`config.mk`:
```
export PLATFORM = sky130hd
export DESIGN_NAME = tdm_bus_monitor_status_irq
export DESIGN_NICKNAME = d
export VERILOG_FILES = /design/src/shared/bus_monitor_pkg.sv /design/src/core/backplane_line_checker.sv /design/src/core/tdm_bus_monitor_status_irq.sv
export SDC_FILE = /design/constraint.sdc
export NUM_CORES = 1
export LEC_CHECK = 0
export ABC_CLOCK_PERIOD_IN_PS = 6300
export BUFFER_PORTS_ARGS = -buffer_cell sky130_fd_sc_hd__buf_2
export CAP_MARGIN = 30
export CELL_PAD_IN_SITES_DETAIL_PLACEMENT = 0
export CELL_PAD_IN_SITES_GLOBAL_PLACEMENT = 1
export CORE_MARGIN = 3
export CORE_UTILIZATION = 50
export CTS_BUF_LIST = sky130_fd_sc_hd__clkbuf_4 sky130_fd_sc_hd__clkbuf_8
export DETAILED_ROUTE_END_ITERATION = 7
export PLACE_DENSITY = 0.95
export SLEW_MARGIN = 20
export SYNTH_ARGS = -nofsm -noshare
export SYNTH_HDL_FRONTEND = slang
export SYNTH_HIERARCHICAL = 1
export SYNTH_SLANG_ARGS = --single-unit
```
`constraint.sdc`:
```
create_clock -name clk_in -period 6.3 [get_ports clk_in]
set_input_delay 0.63 -clock clk_in [delete_from_list [all_inputs] [get_ports clk_in]]
set_output_delay 0.63 -clock clk_in [all_outputs]
set_load 0.005 [all_outputs]
```
`src/shared/bus_monitor_pkg.sv`:
```
// Purpose: Shared constants for the TDM backplane status and interrupt block
// Assumes: 10 MHz system clock; 32-bit Avalon-MM data, byte addressing
// Notes:   Register byte address is four times the register index
package bus_monitor_pkg;

    // ==========================================================================
    // Register map
    // ==========================================================================
    localparam int          ADDR_W             = 14;
    localparam logic [11:0] IDX_STATUS         = 12'h702;
    localparam logic [11:0] IDX_IRQ_ENABLE     = 12'h704;
    localparam logic [11:0] IDX_STATUS_CLEAR   = 12'h706;
    localparam logic [11:0] IDX_COUNT_HIGH     = 12'h708;
    localparam logic [11:0] IDX_COUNT_LOW      = 12'h70A;
    localparam logic [11:0] IDX_ALARM0_COMPARE = 12'h70C;
    localparam logic [11:0] IDX_ALARM1_COMPARE = 12'h70E;

    localparam logic [13:0] ADDR_STATUS         = {IDX_STATUS, 2'b00};
    localparam logic [13:0] ADDR_IRQ_ENABLE     = {IDX_IRQ_ENABLE, 2'b00};
    localparam logic [13:0] ADDR_STATUS_CLEAR   = {IDX_STATUS_CLEAR, 2'b00};
    localparam logic [13:0] ADDR_COUNT_HIGH     = {IDX_COUNT_HIGH, 2'b00};
    localparam logic [13:0] ADDR_COUNT_LOW      = {IDX_COUNT_LOW, 2'b00};
    localparam logic [13:0] ADDR_ALARM0_COMPARE = {IDX_ALARM0_COMPARE, 2'b00};
    localparam logic [13:0] ADDR_ALARM1_COMPARE = {IDX_ALARM1_COMPARE, 2'b00};

    // ==========================================================================
    // Status bit positions
    // ==========================================================================
    localparam int BIT_ALARM0        = 0;
    localparam int BIT_ALARM1        = 1;
    localparam int BIT_FRAME_A       = 2;
    localparam int BIT_FRAME_B       = 3;
    localparam int BIT_CLOCK_A       = 4;
    localparam int BIT_CLOCK_B       = 5;
    localparam int BIT_POINT_LOST_A  = 6;
    localparam int BIT_POINT_LOST_B  = 7;
    localparam int BIT_FRAMING_LOST  = 8;
    localparam int BIT_FRAME_A_COPY  = 12;
    localparam int BIT_FRAME_B_COPY  = 13;
    localparam int BIT_CLOCK_A_COPY  = 14;
    localparam int BIT_CLOCK_B_COPY  = 15;

    // ==========================================================================
    // Reset values and masks
    // ==========================================================================
    localparam logic [15:0] STATUS_RESET      = 16'h0100;
    localparam logic [15:0] ENABLE_RESET      = 16'h0000;
    localparam logic [15:0] COMPARE_RESET     = 16'h0000;
    localparam logic [31:0] COUNTER_RESET     = 32'h00000000;
    localparam logic [15:0] STATUS_IMPL_MASK  = 16'hF1FF;

    // ==========================================================================
    // Timing
    // ==========================================================================
    localparam int CLK_PERIOD_NS       = 100;
    localparam int LINK_PERIOD_NS      = 800;
    localparam int CLOCK_TOL_NS        = 35;
    localparam int CLOCK_TOL_CYCLES    = (CLOCK_TOL_NS + CLK_PERIOD_NS - 1) / CLK_PERIOD_NS;
    localparam int FRAME_WINDOW_CYCLES = 1024;

    // ==========================================================================
    // Bus slave states
    // ==========================================================================
    typedef enum logic [0:0] {
        BUS_IDLE   = 1'b0,
        BUS_ANSWER = 1'b1
    } bus_state_e;

endpackage

```
`src/core/backplane_line_checker.sv`:
```
// Purpose: Watches one backplane bus: frame pulse presence and 8 MHz clock spacing
// Assumes: Both pins are asynchronous to clk_in and are synchronised here
// Notes:   Fault outputs are one-cycle pulses on clk_in
`timescale 1ns/1ns
module backplane_line_checker #(
    parameter int EXP_CYCLES   = 8,
    parameter int TOL_CYCLES   = 1,
    parameter int FRAME_WINDOW = 1024
) (
    // Clock and reset
    input  wire logic clk_in,
    input  wire logic sys_rst_in,
    // Backplane pins
    input  wire logic frame_pulse_n_in,
    input  wire logic clock_8mhz_in,
    // Fault events
    output logic      frame_fault_out,
    output logic      clock_fault_out
);

    localparam logic [15:0] MIN_GAP   = 16'(EXP_CYCLES - TOL_CYCLES);
    localparam logic [15:0] MAX_GAP   = 16'(EXP_CYCLES + TOL_CYCLES);
    localparam logic [10:0] FRAME_END = 11'(FRAME_WINDOW - 1);

    logic [2:0]  clk_sync_q;
    logic [1:0]  frm_sync_q;
    logic [15:0] gap_q;
    logic        armed_q;
    logic [10:0] frame_cnt_q;
    logic        frame_fault_q;
    logic        clock_fault_q;

    // ==========================================================================
    // Synchronisers and edge finding
    // ==========================================================================
    wire         link_rise = clk_sync_q[1] & ~clk_sync_q[2];
    wire         frame_low = ~frm_sync_q[1];
    wire  [15:0] gap_now   = gap_q + 16'h0001;
    wire         gap_bad   = (gap_now < MIN_GAP) || (gap_now > MAX_GAP);
    wire         timed_out = ~link_rise && armed_q && (gap_now > MAX_GAP);

    // Two flops per pin, a third stage only for the clock edge
    always_ff @(posedge clk_in) begin
        if (sys_rst_in) begin
            clk_sync_q <= 3'h0;
            frm_sync_q <= 2'h3;
        end else begin
            clk_sync_q <= {clk_sync_q[1:0], clock_8mhz_in};
            frm_sync_q <= {frm_sync_q[0], frame_pulse_n_in};
        end
    end

    // ==========================================================================
    // Clock spacing check
    // ==========================================================================
    // Edge too early, too late, or missing altogether
    always_ff @(posedge clk_in) begin
        if (sys_rst_in) begin
            gap_q         <= 16'h0000;
            armed_q       <= 1'b0;
            clock_fault_q <= 1'b0;
        end else begin
            clock_fault_q <= (link_rise && armed_q && gap_bad) || timed_out;
            if (link_rise) begin
                gap_q   <= 16'h0000;
                armed_q <= 1'b1;
            end else if (timed_out) begin
                armed_q <= 1'b0;
            end else if (gap_q != 16'hFFFF) begin
                gap_q   <= gap_now;
            end
        end
    end

    // ==========================================================================
    // Frame presence check
    // ==========================================================================
    // Count link clock edges since the frame pulse was last seen low
    always_ff @(posedge clk_in) begin
        if (sys_rst_in) begin
            frame_cnt_q   <= 11'h000;
            frame_fault_q <= 1'b0;
        end else begin
            frame_fault_q <= 1'b0;
            if (link_rise) begin
                if (frame_low) begin
                    frame_cnt_q <= 11'h000;
                end else if (frame_cnt_q == FRAME_END) begin
                    frame_cnt_q   <= 11'h000;
                    frame_fault_q <= 1'b1;
                end else begin
                    frame_cnt_q <= frame_cnt_q + 11'h001;
                end
            end
        end
    end

    assign frame_fault_out = frame_fault_q;
    assign clock_fault_out = clock_fault_q;

endmodule

```
`src/core/tdm_bus_monitor_status_irq.sv`:
```
// Purpose: Status, alarm and interrupt logic for the TDM backplane interface
// Assumes: clk_in is the memory clock; registers reached over Avalon-MM
// Notes:   Each access takes one wait state; status flags clear on write of 1
//
// The implementer's own choice: register access over Avalon-MM.
`timescale 1ns/1ns
module tdm_bus_monitor_status_irq #(
    parameter int LINK_PERIOD_NS = bus_monitor_pkg::LINK_PERIOD_NS,
    parameter int FRAME_WINDOW   = bus_monitor_pkg::FRAME_WINDOW_CYCLES
) (
    // Clock and reset
    input  wire logic        clk_in,
    input  wire logic        sys_rst_in,
    // Avalon-MM slave
    input  wire logic [13:0] avs_address_in,
    input  wire logic        avs_read_in,
    input  wire logic        avs_write_in,
    input  wire logic [31:0] avs_writedata_in,
    input  wire logic [3:0]  avs_byteenable_in,
    output logic      [31:0] avs_readdata_out,
    output logic             avs_waitrequest_out,
    // Backplane pins
    input  wire logic        bus_a_frame_pulse_in,
    input  wire logic        bus_b_frame_pulse_in,
    input  wire logic        bus_a_8mhz_clock_in,
    input  wire logic        bus_b_8mhz_clock_in,
    // Adaptive modules and slave framer
    input  wire logic        adap_a_point_lost_in,
    input  wire logic        adap_b_point_lost_in,
    input  wire logic        slave_sync_loss_in,
    // Outputs to the TDM data pins and the host
    output logic             tdm_data_oe_out,
    output logic             irq_out
);

    localparam int EXP_CYCLES =
        LINK_PERIOD_NS / bus_monitor_pkg::CLK_PERIOD_NS;

    // ==========================================================================
    // Declarations
    // ==========================================================================
    bus_monitor_pkg::bus_state_e state_q;
    bus_monitor_pkg::bus_state_e state_d;

    logic [31:0] counter_q;
    logic [15:0] status_q;
    logic [15:0] status_d;
    logic [15:0] enable_q;
    logic [15:0] alarm0_cmp_q;
    logic [15:0] alarm1_cmp_q;
    logic        match0_q;
    logic        match1_q;
    logic [31:0] readdata_q;
    logic        data_oe_q;

    wire  [1:0]  frame_pins = {bus_b_frame_pulse_in, bus_a_frame_pulse_in};
    wire  [1:0]  clock_pins = {bus_b_8mhz_clock_in, bus_a_8mhz_clock_in};
    wire  [1:0]  frame_fault;
    wire  [1:0]  clock_fault;

    // ==========================================================================
    // Per-bus line checkers
    // ==========================================================================
    // One checker per backplane bus, A at index 0 and B at index 1
    genvar g;
    generate
        for (g = 0; g < 2; g = g + 1) begin : gen_bus
            backplane_line_checker #(
                .EXP_CYCLES   (EXP_CYCLES),
                .TOL_CYCLES   (bus_monitor_pkg::CLOCK_TOL_CYCLES),
                .FRAME_WINDOW (FRAME_WINDOW)
            ) u_checker (
                .clk_in           (clk_in),
                .sys_rst_in       (sys_rst_in),
                .frame_pulse_n_in (frame_pins[g]),
                .clock_8mhz_in    (clock_pins[g]),
                .frame_fault_out  (frame_fault[g]),
                .clock_fault_out  (clock_fault[g])
            );
        end
    endgenerate

    // ==========================================================================
    // Bus slave handshake
    // ==========================================================================
    // Request seen, answer one cycle later
    wire        bus_req    = avs_read_in | avs_write_in;
    wire        bus_commit = bus_req && (state_q == bus_monitor_pkg::BUS_ANSWER);
    wire        wr_commit  = bus_commit && avs_write_in;
    wire        rd_capture = avs_read_in && (state_q == bus_monitor_pkg::BUS_IDLE);

    // Handshake state
    always_comb begin
        case (state_q)
            bus_monitor_pkg::BUS_IDLE: begin
                state_d = bus_req ? bus_monitor_pkg::BUS_ANSWER : bus_monitor_pkg::BUS_IDLE;
            end
            bus_monitor_pkg::BUS_ANSWER: begin
                state_d = bus_monitor_pkg::BUS_IDLE;
            end
            default: begin
                state_d = bus_monitor_pkg::BUS_IDLE;
            end
        endcase
    end

    always_ff @(posedge clk_in) begin
        if (sys_rst_in) begin
            state_q <= bus_monitor_pkg::BUS_IDLE;
        end else begin
            state_q <= state_d;
        end
    end

    assign avs_waitrequest_out = bus_req && (state_q != bus_monitor_pkg::BUS_ANSWER);

    // ==========================================================================
    // Address decode and write data
    // ==========================================================================
    // Only the low two byte lanes carry register bits
    wire [15:0] lane_mask = {{8{avs_byteenable_in[1]}}, {8{avs_byteenable_in[0]}}};
    wire [15:0] wr_bits   = avs_writedata_in[15:0] & lane_mask;

    wire sel_status  = (avs_address_in == bus_monitor_pkg::ADDR_STATUS);
    wire sel_enable  = (avs_address_in == bus_monitor_pkg::ADDR_IRQ_ENABLE);
    wire sel_clear   = (avs_address_in == bus_monitor_pkg::ADDR_STATUS_CLEAR);
    wire sel_cnt_hi  = (avs_address_in == bus_monitor_pkg::ADDR_COUNT_HIGH);
    wire sel_cnt_lo  = (avs_address_in == bus_monitor_pkg::ADDR_COUNT_LOW);
    wire sel_alarm0  = (avs_address_in == bus_monitor_pkg::ADDR_ALARM0_COMPARE);
    wire sel_alarm1  = (avs_address_in == bus_monitor_pkg::ADDR_ALARM1_COMPARE);

    wire wr_status   = wr_commit && sel_status;
    wire wr_enable   = wr_commit && sel_enable;
    wire wr_clear    = wr_commit && sel_clear;
    wire wr_alarm0   = wr_commit && sel_alarm0;
    wire wr_alarm1   = wr_commit && sel_alarm1;

    // ==========================================================================
    // Free-running memory clock counter
    // ==========================================================================
    // Wraps freely, no enable
    always_ff @(posedge clk_in) begin
        if (sys_rst_in) begin
            counter_q <= bus_monitor_pkg::COUNTER_RESET;
        end else begin
            counter_q <= counter_q + 32'h00000001;
        end
    end

    // ==========================================================================
    // Interval alarms
    // ==========================================================================
    // Compare against the counter's upper half
    wire match0      = (counter_q[31:16] == alarm0_cmp_q);
    wire match1      = (counter_q[31:16] == alarm1_cmp_q);
    wire alarm0_hit  = match0 & ~match0_q;
    wire alarm1_hit  = match1 & ~match1_q;

    // Compare values and match history; history starts high so reset is quiet
    always_ff @(posedge clk_in) begin
        if (sys_rst_in) begin
            alarm0_cmp_q <= bus_monitor_pkg::COMPARE_RESET;
            alarm1_cmp_q <= bus_monitor_pkg::COMPARE_RESET;
            match0_q     <= 1'b1;
            match1_q     <= 1'b1;
        end else begin
            match0_q <= match0;
            match1_q <= match1;
            if (wr_alarm0) begin
                alarm0_cmp_q <= (alarm0_cmp_q & ~lane_mask) | wr_bits;
            end
            if (wr_alarm1) begin
                alarm1_cmp_q <= (alarm1_cmp_q & ~lane_mask) | wr_bits;
            end
        end
    end

    // ==========================================================================
    // Status flag sources
    // ==========================================================================
    // Primary fault bits also knock the slave out of framing
    wire        line_fault   = |frame_fault | |clock_fault;
    wire        framing_loss = slave_sync_loss_in | line_fault;

    wire [15:0] status_set;
    assign status_set[bus_monitor_pkg::BIT_ALARM0]       = alarm0_hit;
    assign status_set[bus_monitor_pkg::BIT_ALARM1]       = alarm1_hit;
    assign status_set[bus_monitor_pkg::BIT_FRAME_A]      = frame_fault[0];
    assign status_set[bus_monitor_pkg::BIT_FRAME_B]      = frame_fault[1];
    assign status_set[bus_monitor_pkg::BIT_CLOCK_A]      = clock_fault[0];
    assign status_set[bus_monitor_pkg::BIT_CLOCK_B]      = clock_fault[1];
    assign status_set[bus_monitor_pkg::BIT_POINT_LOST_A] = adap_a_point_lost_in;
    assign status_set[bus_monitor_pkg::BIT_POINT_LOST_B] = adap_b_point_lost_in;
    assign status_set[bus_monitor_pkg::BIT_FRAMING_LOST] = framing_loss;
    assign status_set[11:9]                              = 3'h0;
    // Copies see the same detections, read back in status and feed the interrupt through their enable bits
    assign status_set[bus_monitor_pkg::BIT_FRAME_A_COPY] = frame_fault[0];
    assign status_set[bus_monitor_pkg::BIT_FRAME_B_COPY] = frame_fault[1];
    assign status_set[bus_monitor_pkg::BIT_CLOCK_A_COPY] = clock_fault[0];
    assign status_set[bus_monitor_pkg::BIT_CLOCK_B_COPY] = clock_fault[1];

    // ==========================================================================
    // Status register
    // ==========================================================================
    // Write of one clears, either at the status or the clear address
    wire [15:0] status_clr = (wr_status || wr_clear) ? wr_bits : 16'h0000;

    // A new event in the clearing cycle wins over the clear
    always_comb begin
        status_d = ((status_q & ~status_clr) | status_set)
                   & bus_monitor_pkg::STATUS_IMPL_MASK;
    end

    // Framing lost comes up set out of reset
    always_ff @(posedge clk_in) begin
        if (sys_rst_in) begin
            status_q <= bus_monitor_pkg::STATUS_RESET;
        end else begin
            status_q <= status_d;
        end
    end

    // ==========================================================================
    // Interrupt enable and output
    // ==========================================================================
    // Reserved enable bits are never stored
    always_ff @(posedge clk_in) begin
        if (sys_rst_in) begin
            enable_q <= bus_monitor_pkg::ENABLE_RESET;
        end else if (wr_enable) begin
            enable_q <= ((enable_q & ~lane_mask) | wr_bits)
                        & bus_monitor_pkg::STATUS_IMPL_MASK;
        end
    end

    // Level interrupt while any enabled flag stands
    assign irq_out = |(status_q & enable_q);

    // ==========================================================================
    // TDM data pin enable
    // ==========================================================================
    // Data pins float while the slave has lost framing
    always_ff @(posedge clk_in) begin
        if (sys_rst_in) begin
            data_oe_q <= 1'b0;
        end else begin
            data_oe_q <= ~status_d[bus_monitor_pkg::BIT_FRAMING_LOST];
        end
    end

    assign tdm_data_oe_out = data_oe_q;

    // ==========================================================================
    // Read path
    // ==========================================================================
    // Clear register reads zero; unmapped addresses read zero
    wire [15:0] rd_mux =
        sel_status ? status_q :
        sel_enable ? enable_q :
        sel_cnt_hi ? counter_q[31:16] :
        sel_cnt_lo ? counter_q[15:0] :
        sel_alarm0 ? alarm0_cmp_q :
        sel_alarm1 ? alarm1_cmp_q :
        16'h0000;

    // Data captured in the first cycle and held through the answer
    always_ff @(posedge clk_in) begin
        if (sys_rst_in) begin
            readdata_q <= 32'h00000000;
        end else if (rd_capture) begin
            readdata_q <= {16'h0000, rd_mux};
        end
    end

    assign avs_readdata_out = readdata_q;

endmodule

```
==> run metrics, run 1 <==
status finished, final reports clean; CTS Buf Count 17; Hold Startpoint bus_a_frame_pulse_in; num rows 50; LEAKAGE 0.00379 µW; Setup Viol. Count Final 0; Mapped Cells 1216; hold path depth 2; vias in the first global route 7694; Worst IR Drop VDD between 100 and 150 µV; fraction of layout cells with a size suffix above 1 11.5%; 1st-iter DRT viols between 700 and 800; # IOs 96; DP Wirelength roughly 18000 µm; EDFF count, synth 0; yosys warns 6; ant diodes 0; crit path kind reg2reg; ys async rst share 0%; WL/cell between 15 and 20 µm; TritonRoute pass-1 iters 5; Resized Gates After CTS 0; CP max stage delay 0.58 ns; CTS Sinks 180; Initial Utilization 51.5%; CTS root buf clkbuf_8; Placed Cells 1459; largest net degree at the start of global routing 86; Least-Margin Pin Slew 0.879 ns; Reg2Reg Depth 8; Synth Register Bits 180; initial antenna violation count 0; CP Launch Type flop; Highest Clock Rate 0.334 GHz; GPL Wtd Cong 0.920; aggregate negative setup slack 0 ns; CTS hold repair buffers 0; fin nets about 1300; worst r2r dst gen_bus[1].u_checker/gap_q[2]; Final Hold Viols 0; routed vias/inst 6.03; Via Count 8987; total grt overflow 0; Die ar. 0.0213 mm²; non-filler instance count after layout 1491; synth unique cells 72; I/O Buffers 61; crit end category flop; Critical Path, Cell by Cell ha_1 -> nand4_1 -> nor4b_1 -> o311a_1 -> o22ai_1 -> o31ai_4 -> a21oi_1 -> a31o_1; GRT Util Overall 23.4%; Reg clk slew, reported paths 0.10 ns; post-route ant nets 0; Area growth syn-to-layout 6.95%; RSZ-0062 raised after global routing no; CTS tree built; Clock Tree Buf Depth 2; H-tree depth 4; WP data arrival 3.37 ns; Synth Area per Inst 8.03 µm²; first-pass GRT wire length a little over 40000 µm; power per cell area 206 mW/mm²; CORE AREA ~0.019 mm²; Die X-Extent 146 µm; R2R setup slack 3.31 ns; Cell Area, Synth 0.00977 mm²; Worst R2R Start gen_bus[1].u_checker/gap_q[0]; drc violations 0; WL final 25700 µm; Worst Hold Class in2reg; Max Cap Viol 0; hold worst-path end gen_bus[0].u_checker/frm_sync_q[0]; sequential area share after synthesis a little under two fifths; Final period util between 40% and 50%; worst clock skew 0.0145 ns; Req. time, crit path roughly 6.7 ns; die height 146 µm; slowest stage cell on the critical path o31ai_4; Rel. slew slack 41.4%; top_reg_cell synth dfxtp_1; Slew Viols, Final 0; clock period minus worst slack 2.99 ns; Clock Latency Late Sink between 0.4 and 0.5 ns; setup repair bufs after CTS 0; CP max FO 12
stage by stage:
step	util (%)	instance area (µm²)	worst slack, ns	hold slack [ns]	power, µW
6_report	55.1	10400	3.31	0.336	2150
2_1_floorplan	-	9830	3.93	0.389	1280
3_5_place_dp	52.9	10000	3.21	0.392	1320
3_3_place_gp	52.9	10000	3.26	0.393	1320
4_1_cts	55.1	10400	3.32	0.308	2160
5_1_grt	55.1	10400	3.00	0.316	2230
logic make-up after synthesis:
family	share of synthesized area, %
other cells	0.0384
xor+xnor	6.19
flops	36.9
fa+ha+maj	1.15
mux	0.551
buf+inv	7.43
simple gates	25.3
compound gates	22.5
how the worst max path moves through the flow:
stage	end	from	slack (ns)	cells past startpoint
2_1_floorplan	gen_bus[0].u_checker/gap_q[3]	gen_bus[0].u_checker/gap_q[0]	3.93	9
3_3_place_gp	status_q[6]	avs_address_in[1]	3.26	5
3_5_place_dp	status_q[7]	avs_address_in[1]	3.21	5
4_1_cts	gen_bus[1].u_checker/gap_q[2]	gen_bus[1].u_checker/gap_q[0]	3.32	8
5_1_grt	gen_bus[0].u_checker/gap_q[2]	gen_bus[0].u_checker/gap_q[1]	3.00	8
6_report	gen_bus[1].u_checker/gap_q[2]	gen_bus[1].u_checker/gap_q[0]	3.31	8
where the power goes:
| group | leakage (µW) | switching [µW] | internal (µW) |
|---|---|---|---|
| Sequential | 0.00145 | 15.9 | 1150 |
| Clock | 0.000217 | 440 | 415 |
| Combinational | 0.00212 | 87.4 | 42.1 |
layout by cell type, fill, tap and decap left out, drive strengths merged, types with 5 or more instances in the layout:
cell type	synthesis	layout
inv	53	58
a31oi	10	10
nand3	86	86
clkbuf	54	19
dfxtp	180	180
o31ai	22	22
xnor2	15	15
and2	6	6
nand3b	14	14
and4	7	7
a211oi	5	5
conb	1	16
nand4	27	27
nor3	19	19
or3	28	28
a21o	10	10
or4	18	18
or2	6	6
a311oi	12	12
a21oi	114	114
buf	47	69
ha	9	9
o22ai	14	14
a32o	12	12
a32oi	12	12
nor2	91	91
nand2	81	81
nor2b	14	14
clkinv	1	5
and3	18	18
o21a	12	12
xor2	54	54
nand2b	7	7
nor4	22	22
o21ai	82	82
cell usage after synthesis, drive strengths merged (19+ instances only):
| library cell | count | area, µm² |
|---|---|---|
| o31ai | 22 | 193 |
| buf | 47 | 320 |
| o21ai | 82 | 410 |
| nor3 | 19 | 95.1 |
| inv | 53 | 199 |
| nand4 | 27 | 184 |
| a21oi | 114 | 571 |
| or3 | 28 | 175 |
| nor2 | 91 | 342 |
| dfxtp | 180 | 3600 |
| clkbuf | 54 | 203 |
| nand2 | 81 | 304 |
| xor2 | 54 | 473 |
| nand3 | 86 | 440 |
| nor4 | 22 | 144 |
final cells by class:
cell class	count	area, µm²
clock buffers	19	255
clock inverters	13	171
fillers	1771	8510
inverters	54	203
multi-input cells	896	5520
flip-flops and latches	180	3600
well taps	260	325
repair buffers	69	368
layer usage:
layer	vias to the layer above	part of all wire [%]	track usage, %
met5	-	0	0
met4	0	2.7	7.74
met3	40	6.4	4.58
met2	304	46	35.9
met1	4234	45	33.3
li1	4409	-	-
worst max-delay path: cells and delay by family, from the launching register on:
kind,cells,cell delay [ns]
AO/OA/AOI/OAI,5,1.33
AND/OR/NAND/NOR,2,0.72
flip-flops,1,0.50
adder cells (fa/ha/maj),1,0.34
No activity file was read; power rests on OpenSTA's default activity.
==> run 2, diff against run 1 <==
--- a/config.mk
+++ b/config.mk
@@ -5,16 +5,16 @@
 export SDC_FILE = /design/constraint.sdc
 export NUM_CORES = 1
 export LEC_CHECK = 0
-export ABC_CLOCK_PERIOD_IN_PS = 6300
+export ABC_CLOCK_PERIOD_IN_PS = 2800
 export BUFFER_PORTS_ARGS = -buffer_cell sky130_fd_sc_hd__buf_2
 export CAP_MARGIN = 30
 export CELL_PAD_IN_SITES_DETAIL_PLACEMENT = 0
 export CELL_PAD_IN_SITES_GLOBAL_PLACEMENT = 1
 export CORE_MARGIN = 3
-export CORE_UTILIZATION = 50
+export CORE_UTILIZATION = 46
 export CTS_BUF_LIST = sky130_fd_sc_hd__clkbuf_4 sky130_fd_sc_hd__clkbuf_8
 export DETAILED_ROUTE_END_ITERATION = 7
-export PLACE_DENSITY = 0.95
+export PLACE_DENSITY = 0.9
 export SLEW_MARGIN = 20
 export SYNTH_ARGS = -nofsm -noshare
 export SYNTH_HDL_FRONTEND = slang
==> constraint.sdc (replaced) <==
create_clock -name clk_in -period 2.8 [get_ports clk_in]
set_input_delay 0.28 -clock clk_in [delete_from_list [all_inputs] [get_ports clk_in]]
set_output_delay 0.28 -clock clk_in [all_outputs]
set_load 0.005 [all_outputs]
==> run 2 against run 1 <==
  * Critical path type unchanged
  * Register-to-register slack worse by 3.1 ns
  * Cell count is 3.0% higher
  * Utilization is 3.0 points lower
==> run metrics, run 2 (synthesis results as in run 1) <==
status finished, final reports clean (unchanged); Die ar. 0.0230 mm² (was 0.0213 mm²); Req. time, crit path 3.21 ns (was 6.68 ns); Pwr Total 4650 µW (was 2150 µW); Highest Clock Rate 0.382 GHz (was 0.334 GHz); routed vias/inst 5.98 (was 6.03); LEAKAGE 0.00393 µW (was 0.00379 µW); worst setup path endpoint gen_bus[1].u_checker/gap_q[3] (was gen_bus[1].u_checker/gap_q[2]); power per cell area 434 mW/mm² (was 206 mW/mm²); die height 152 µm (was 146 µm); Clk pwr share 36.9% (was 39.8%); CORE AREA 0.0206 mm² (was 0.0190 mm²); CTS root buf clkbuf_8 (unchanged); ant diodes 0 (unchanged); WL final 26900 µm (was 25700 µm); Slew Viols, Final 0 (unchanged); initial antenna violation count 0 (unchanged); Die X-Extent 152 µm (was 146 µm); total grt overflow 0 (unchanged); Max Cap Viol 0 (unchanged); leading cell type in the layout, fill and taps excluded dfxtp_1 (unchanged); DP Wirelength 19000 µm (was 18200 µm); CP Launch Type flop (unchanged); num rows 52 (was 50); aggregate negative setup slack 0 ns (unchanged); worst clock skew 0.0209 ns (was 0.0145 ns); 1st-iter DRT viols 762 (was 795); slowest stage cell on the critical path or4_4 (was o31ai_4); CTS tree built (unchanged); Initial Utilization 47.5% (was 51.5%); WL/cell 17.5 µm (was 17.3 µm); H-tree depth 4 (unchanged); most frequent cells in the layout 180 x dfxtp_1, 114 x a21oi_1, 91 x nor2_1, 84 x nand3_1, 82 x o21ai_0 (unchanged); fraction of layout cells with a size suffix above 1 13.8% (was 11.5%); Comb power frac 6.8% (was 6.0%); clock period minus worst slack 2.62 ns (was 2.99 ns); RSZ-0062 raised after global routing no (unchanged); CTS Buf Count 17 (unchanged); # IOs 96 (unchanged); worst r2r dst gen_bus[1].u_checker/gap_q[3] (was gen_bus[1].u_checker/gap_q[2]); CP max FO 8 (was 12); GRT Util Overall 23.0% (was 23.4%); fin nets 1322 (was 1288); Least-Margin Pin Slew 0.887 ns (was 0.879 ns); post-route ant nets 0 (unchanged); R2R setup slack 0.18 ns (was 3.31 ns); Via Count 9183 (was 8987); sw frac 28.0% (was 25.3%); Reg clk slew, reported paths 0.11 ns (was 0.10 ns); Worst R2R Start gen_bus[1].u_checker/gap_q[0] (unchanged); CP max stage delay 0.51 ns (was 0.58 ns); drc violations 0 (unchanged); internal power 3350 µW (was 1600 µW); vias in the first global route 8062 (was 7694); Setup Viol. Count Final 0 (unchanged); Sw Pwr 1300 µW (was 543 µW); crit end category flop (unchanged); TritonRoute pass-1 iters 6 (was 5); crit path kind reg2reg (unchanged); Rel. slew slack 40.8% (was 41.4%); largest net degree at the start of global routing 102 (was 86); Setup crit start gen_bus[1].u_checker/gap_q[0] (unchanged); Clock Latency Late Sink 0.47 ns (about the same); Final Hold Viols 0 (unchanged); Worst IR Drop VDD 288 µV (was 136 µV); Worst Hold Class in2reg (unchanged); Reg2Reg Depth 8 (unchanged); Area growth syn-to-layout 9.66% (was 6.95%); sequential fraction of design power 56.3% (was 54.2%); Final period util 93.5% (was 47.5%); WP data arrival 3.03 ns (was 3.37 ns); CTS Sinks 180 (unchanged); GPL Wtd Cong 0.898 (was 0.920); first-pass GRT wire length 42200 µm (was 41400 µm); Critical Path, Cell by Cell nand4_1 -> or4_4 -> a221oi_2 -> o2111ai_2 -> o31ai_4 -> buf_4 -> nand3_1 -> a21oi_1 (was ha_1 -> nand4_1 -> nor4b_1 -> o311a_1 -> o22ai_1 -> o31ai_4 -> a21oi_1 -> a31o_1); I/O Buffers 61 (unchanged); Clock Tree Buf Depth 2 (unchanged)
==> run 2: cell type report <==
| type | instances | area, µm² |
|---|---|---|
| clock buffers | 17 | 234 |
| clock inverters | 15 | 141 |
| fillers | 2047 | 9850 |
| inverters | 54 | 203 |
| multi-input cells | 896 | 5540 |
| flip-flops and latches | 180 | 3600 |
| well taps | 270 | 338 |
| repair buffers | 103 | 658 |
==> run 2: worst min-delay path by stage <==
stage	from	to	slack (ns)	depth (start not counted)
4_1_cts	adap_b_point_lost_in	status_q[7]	0.04	3
5_1_grt	avs_writedata_in[11]	flop	0.05	3
3_5_place_dp	gen_bus[1].u_checker/frm_sync_q[0]	gen_bus[1].u_checker/frm_sync_q[1]	0.40	1
2_1_floorplan	bus_a_frame_pulse_in	gen_bus[0].u_checker/frm_sync_q[0]	0.38	1
3_3_place_gp	gen_bus[0].u_checker/frm_sync_q[0]	gen_bus[0].u_checker/frm_sync_q[1]	0.40	1
6_report	adap_b_point_lost_in	status_q[7]	0.06	3
==> run 2: per-stage QoR <==
step / util (%) / std cells / cell area, µm² / setup WS, ns / hold WS, ns
2_1_floorplan: - / 1231 / 9830 / 0.426 / 0.384
3_3_place_gp: 49.9 / 1498 / 10300 / 0.208 / 0.396
3_5_place_dp: 49.9 / 1498 / 10300 / 0.106 / 0.401
4_1_cts: 51.9 / 1534 / 10700 / 0.0799 / 0.0350
5_1_grt: 52.1 / 1535 / 10700 / 0.0142 / 0.0457
6_report: 52.1 / 1535 / 10700 / 0.182 / 0.0630
==> run 2: worst max-delay path: cells and delay by family (launching register included) <==
family / cells / cell delay (ns)
buffers and inverters: 1 / 0.23
AOI/OAI and AO/OA: 4 / 1.04
and+or+nand+nor: 3 / 0.78
DFF: 1 / 0.50
==> run 2: repair_timing <==
item	4_1_cts	5_1_grt
endpoints found under the setup margin	0	9
buffers inserted	0	1
hold buffers	4	0
resized for setup	0	3
endpoints found under the hold margin	4	0
==> run 2: power by group through the flow <==
stage	combinational (µW)	clock, µW	sequential, µW
after global placement	306	0	2670
after CTS	315	1770	2610
after floorplan	210	0	2660
final	317	1720	2620
after detailed placement	309	0	2670
after global routing	349	1860	2620
==> run 2: per-layer routing <==
metal  vias to the layer above  routed length [µm]  global-route usage, %
li1                       4472                   -                      -
met4                         0                 675                   8.09
met3                        41                1880                   5.06
met2                       328               12300                   35.8
met5                         -                   0                      0
met1                      4342               12000                   31.4
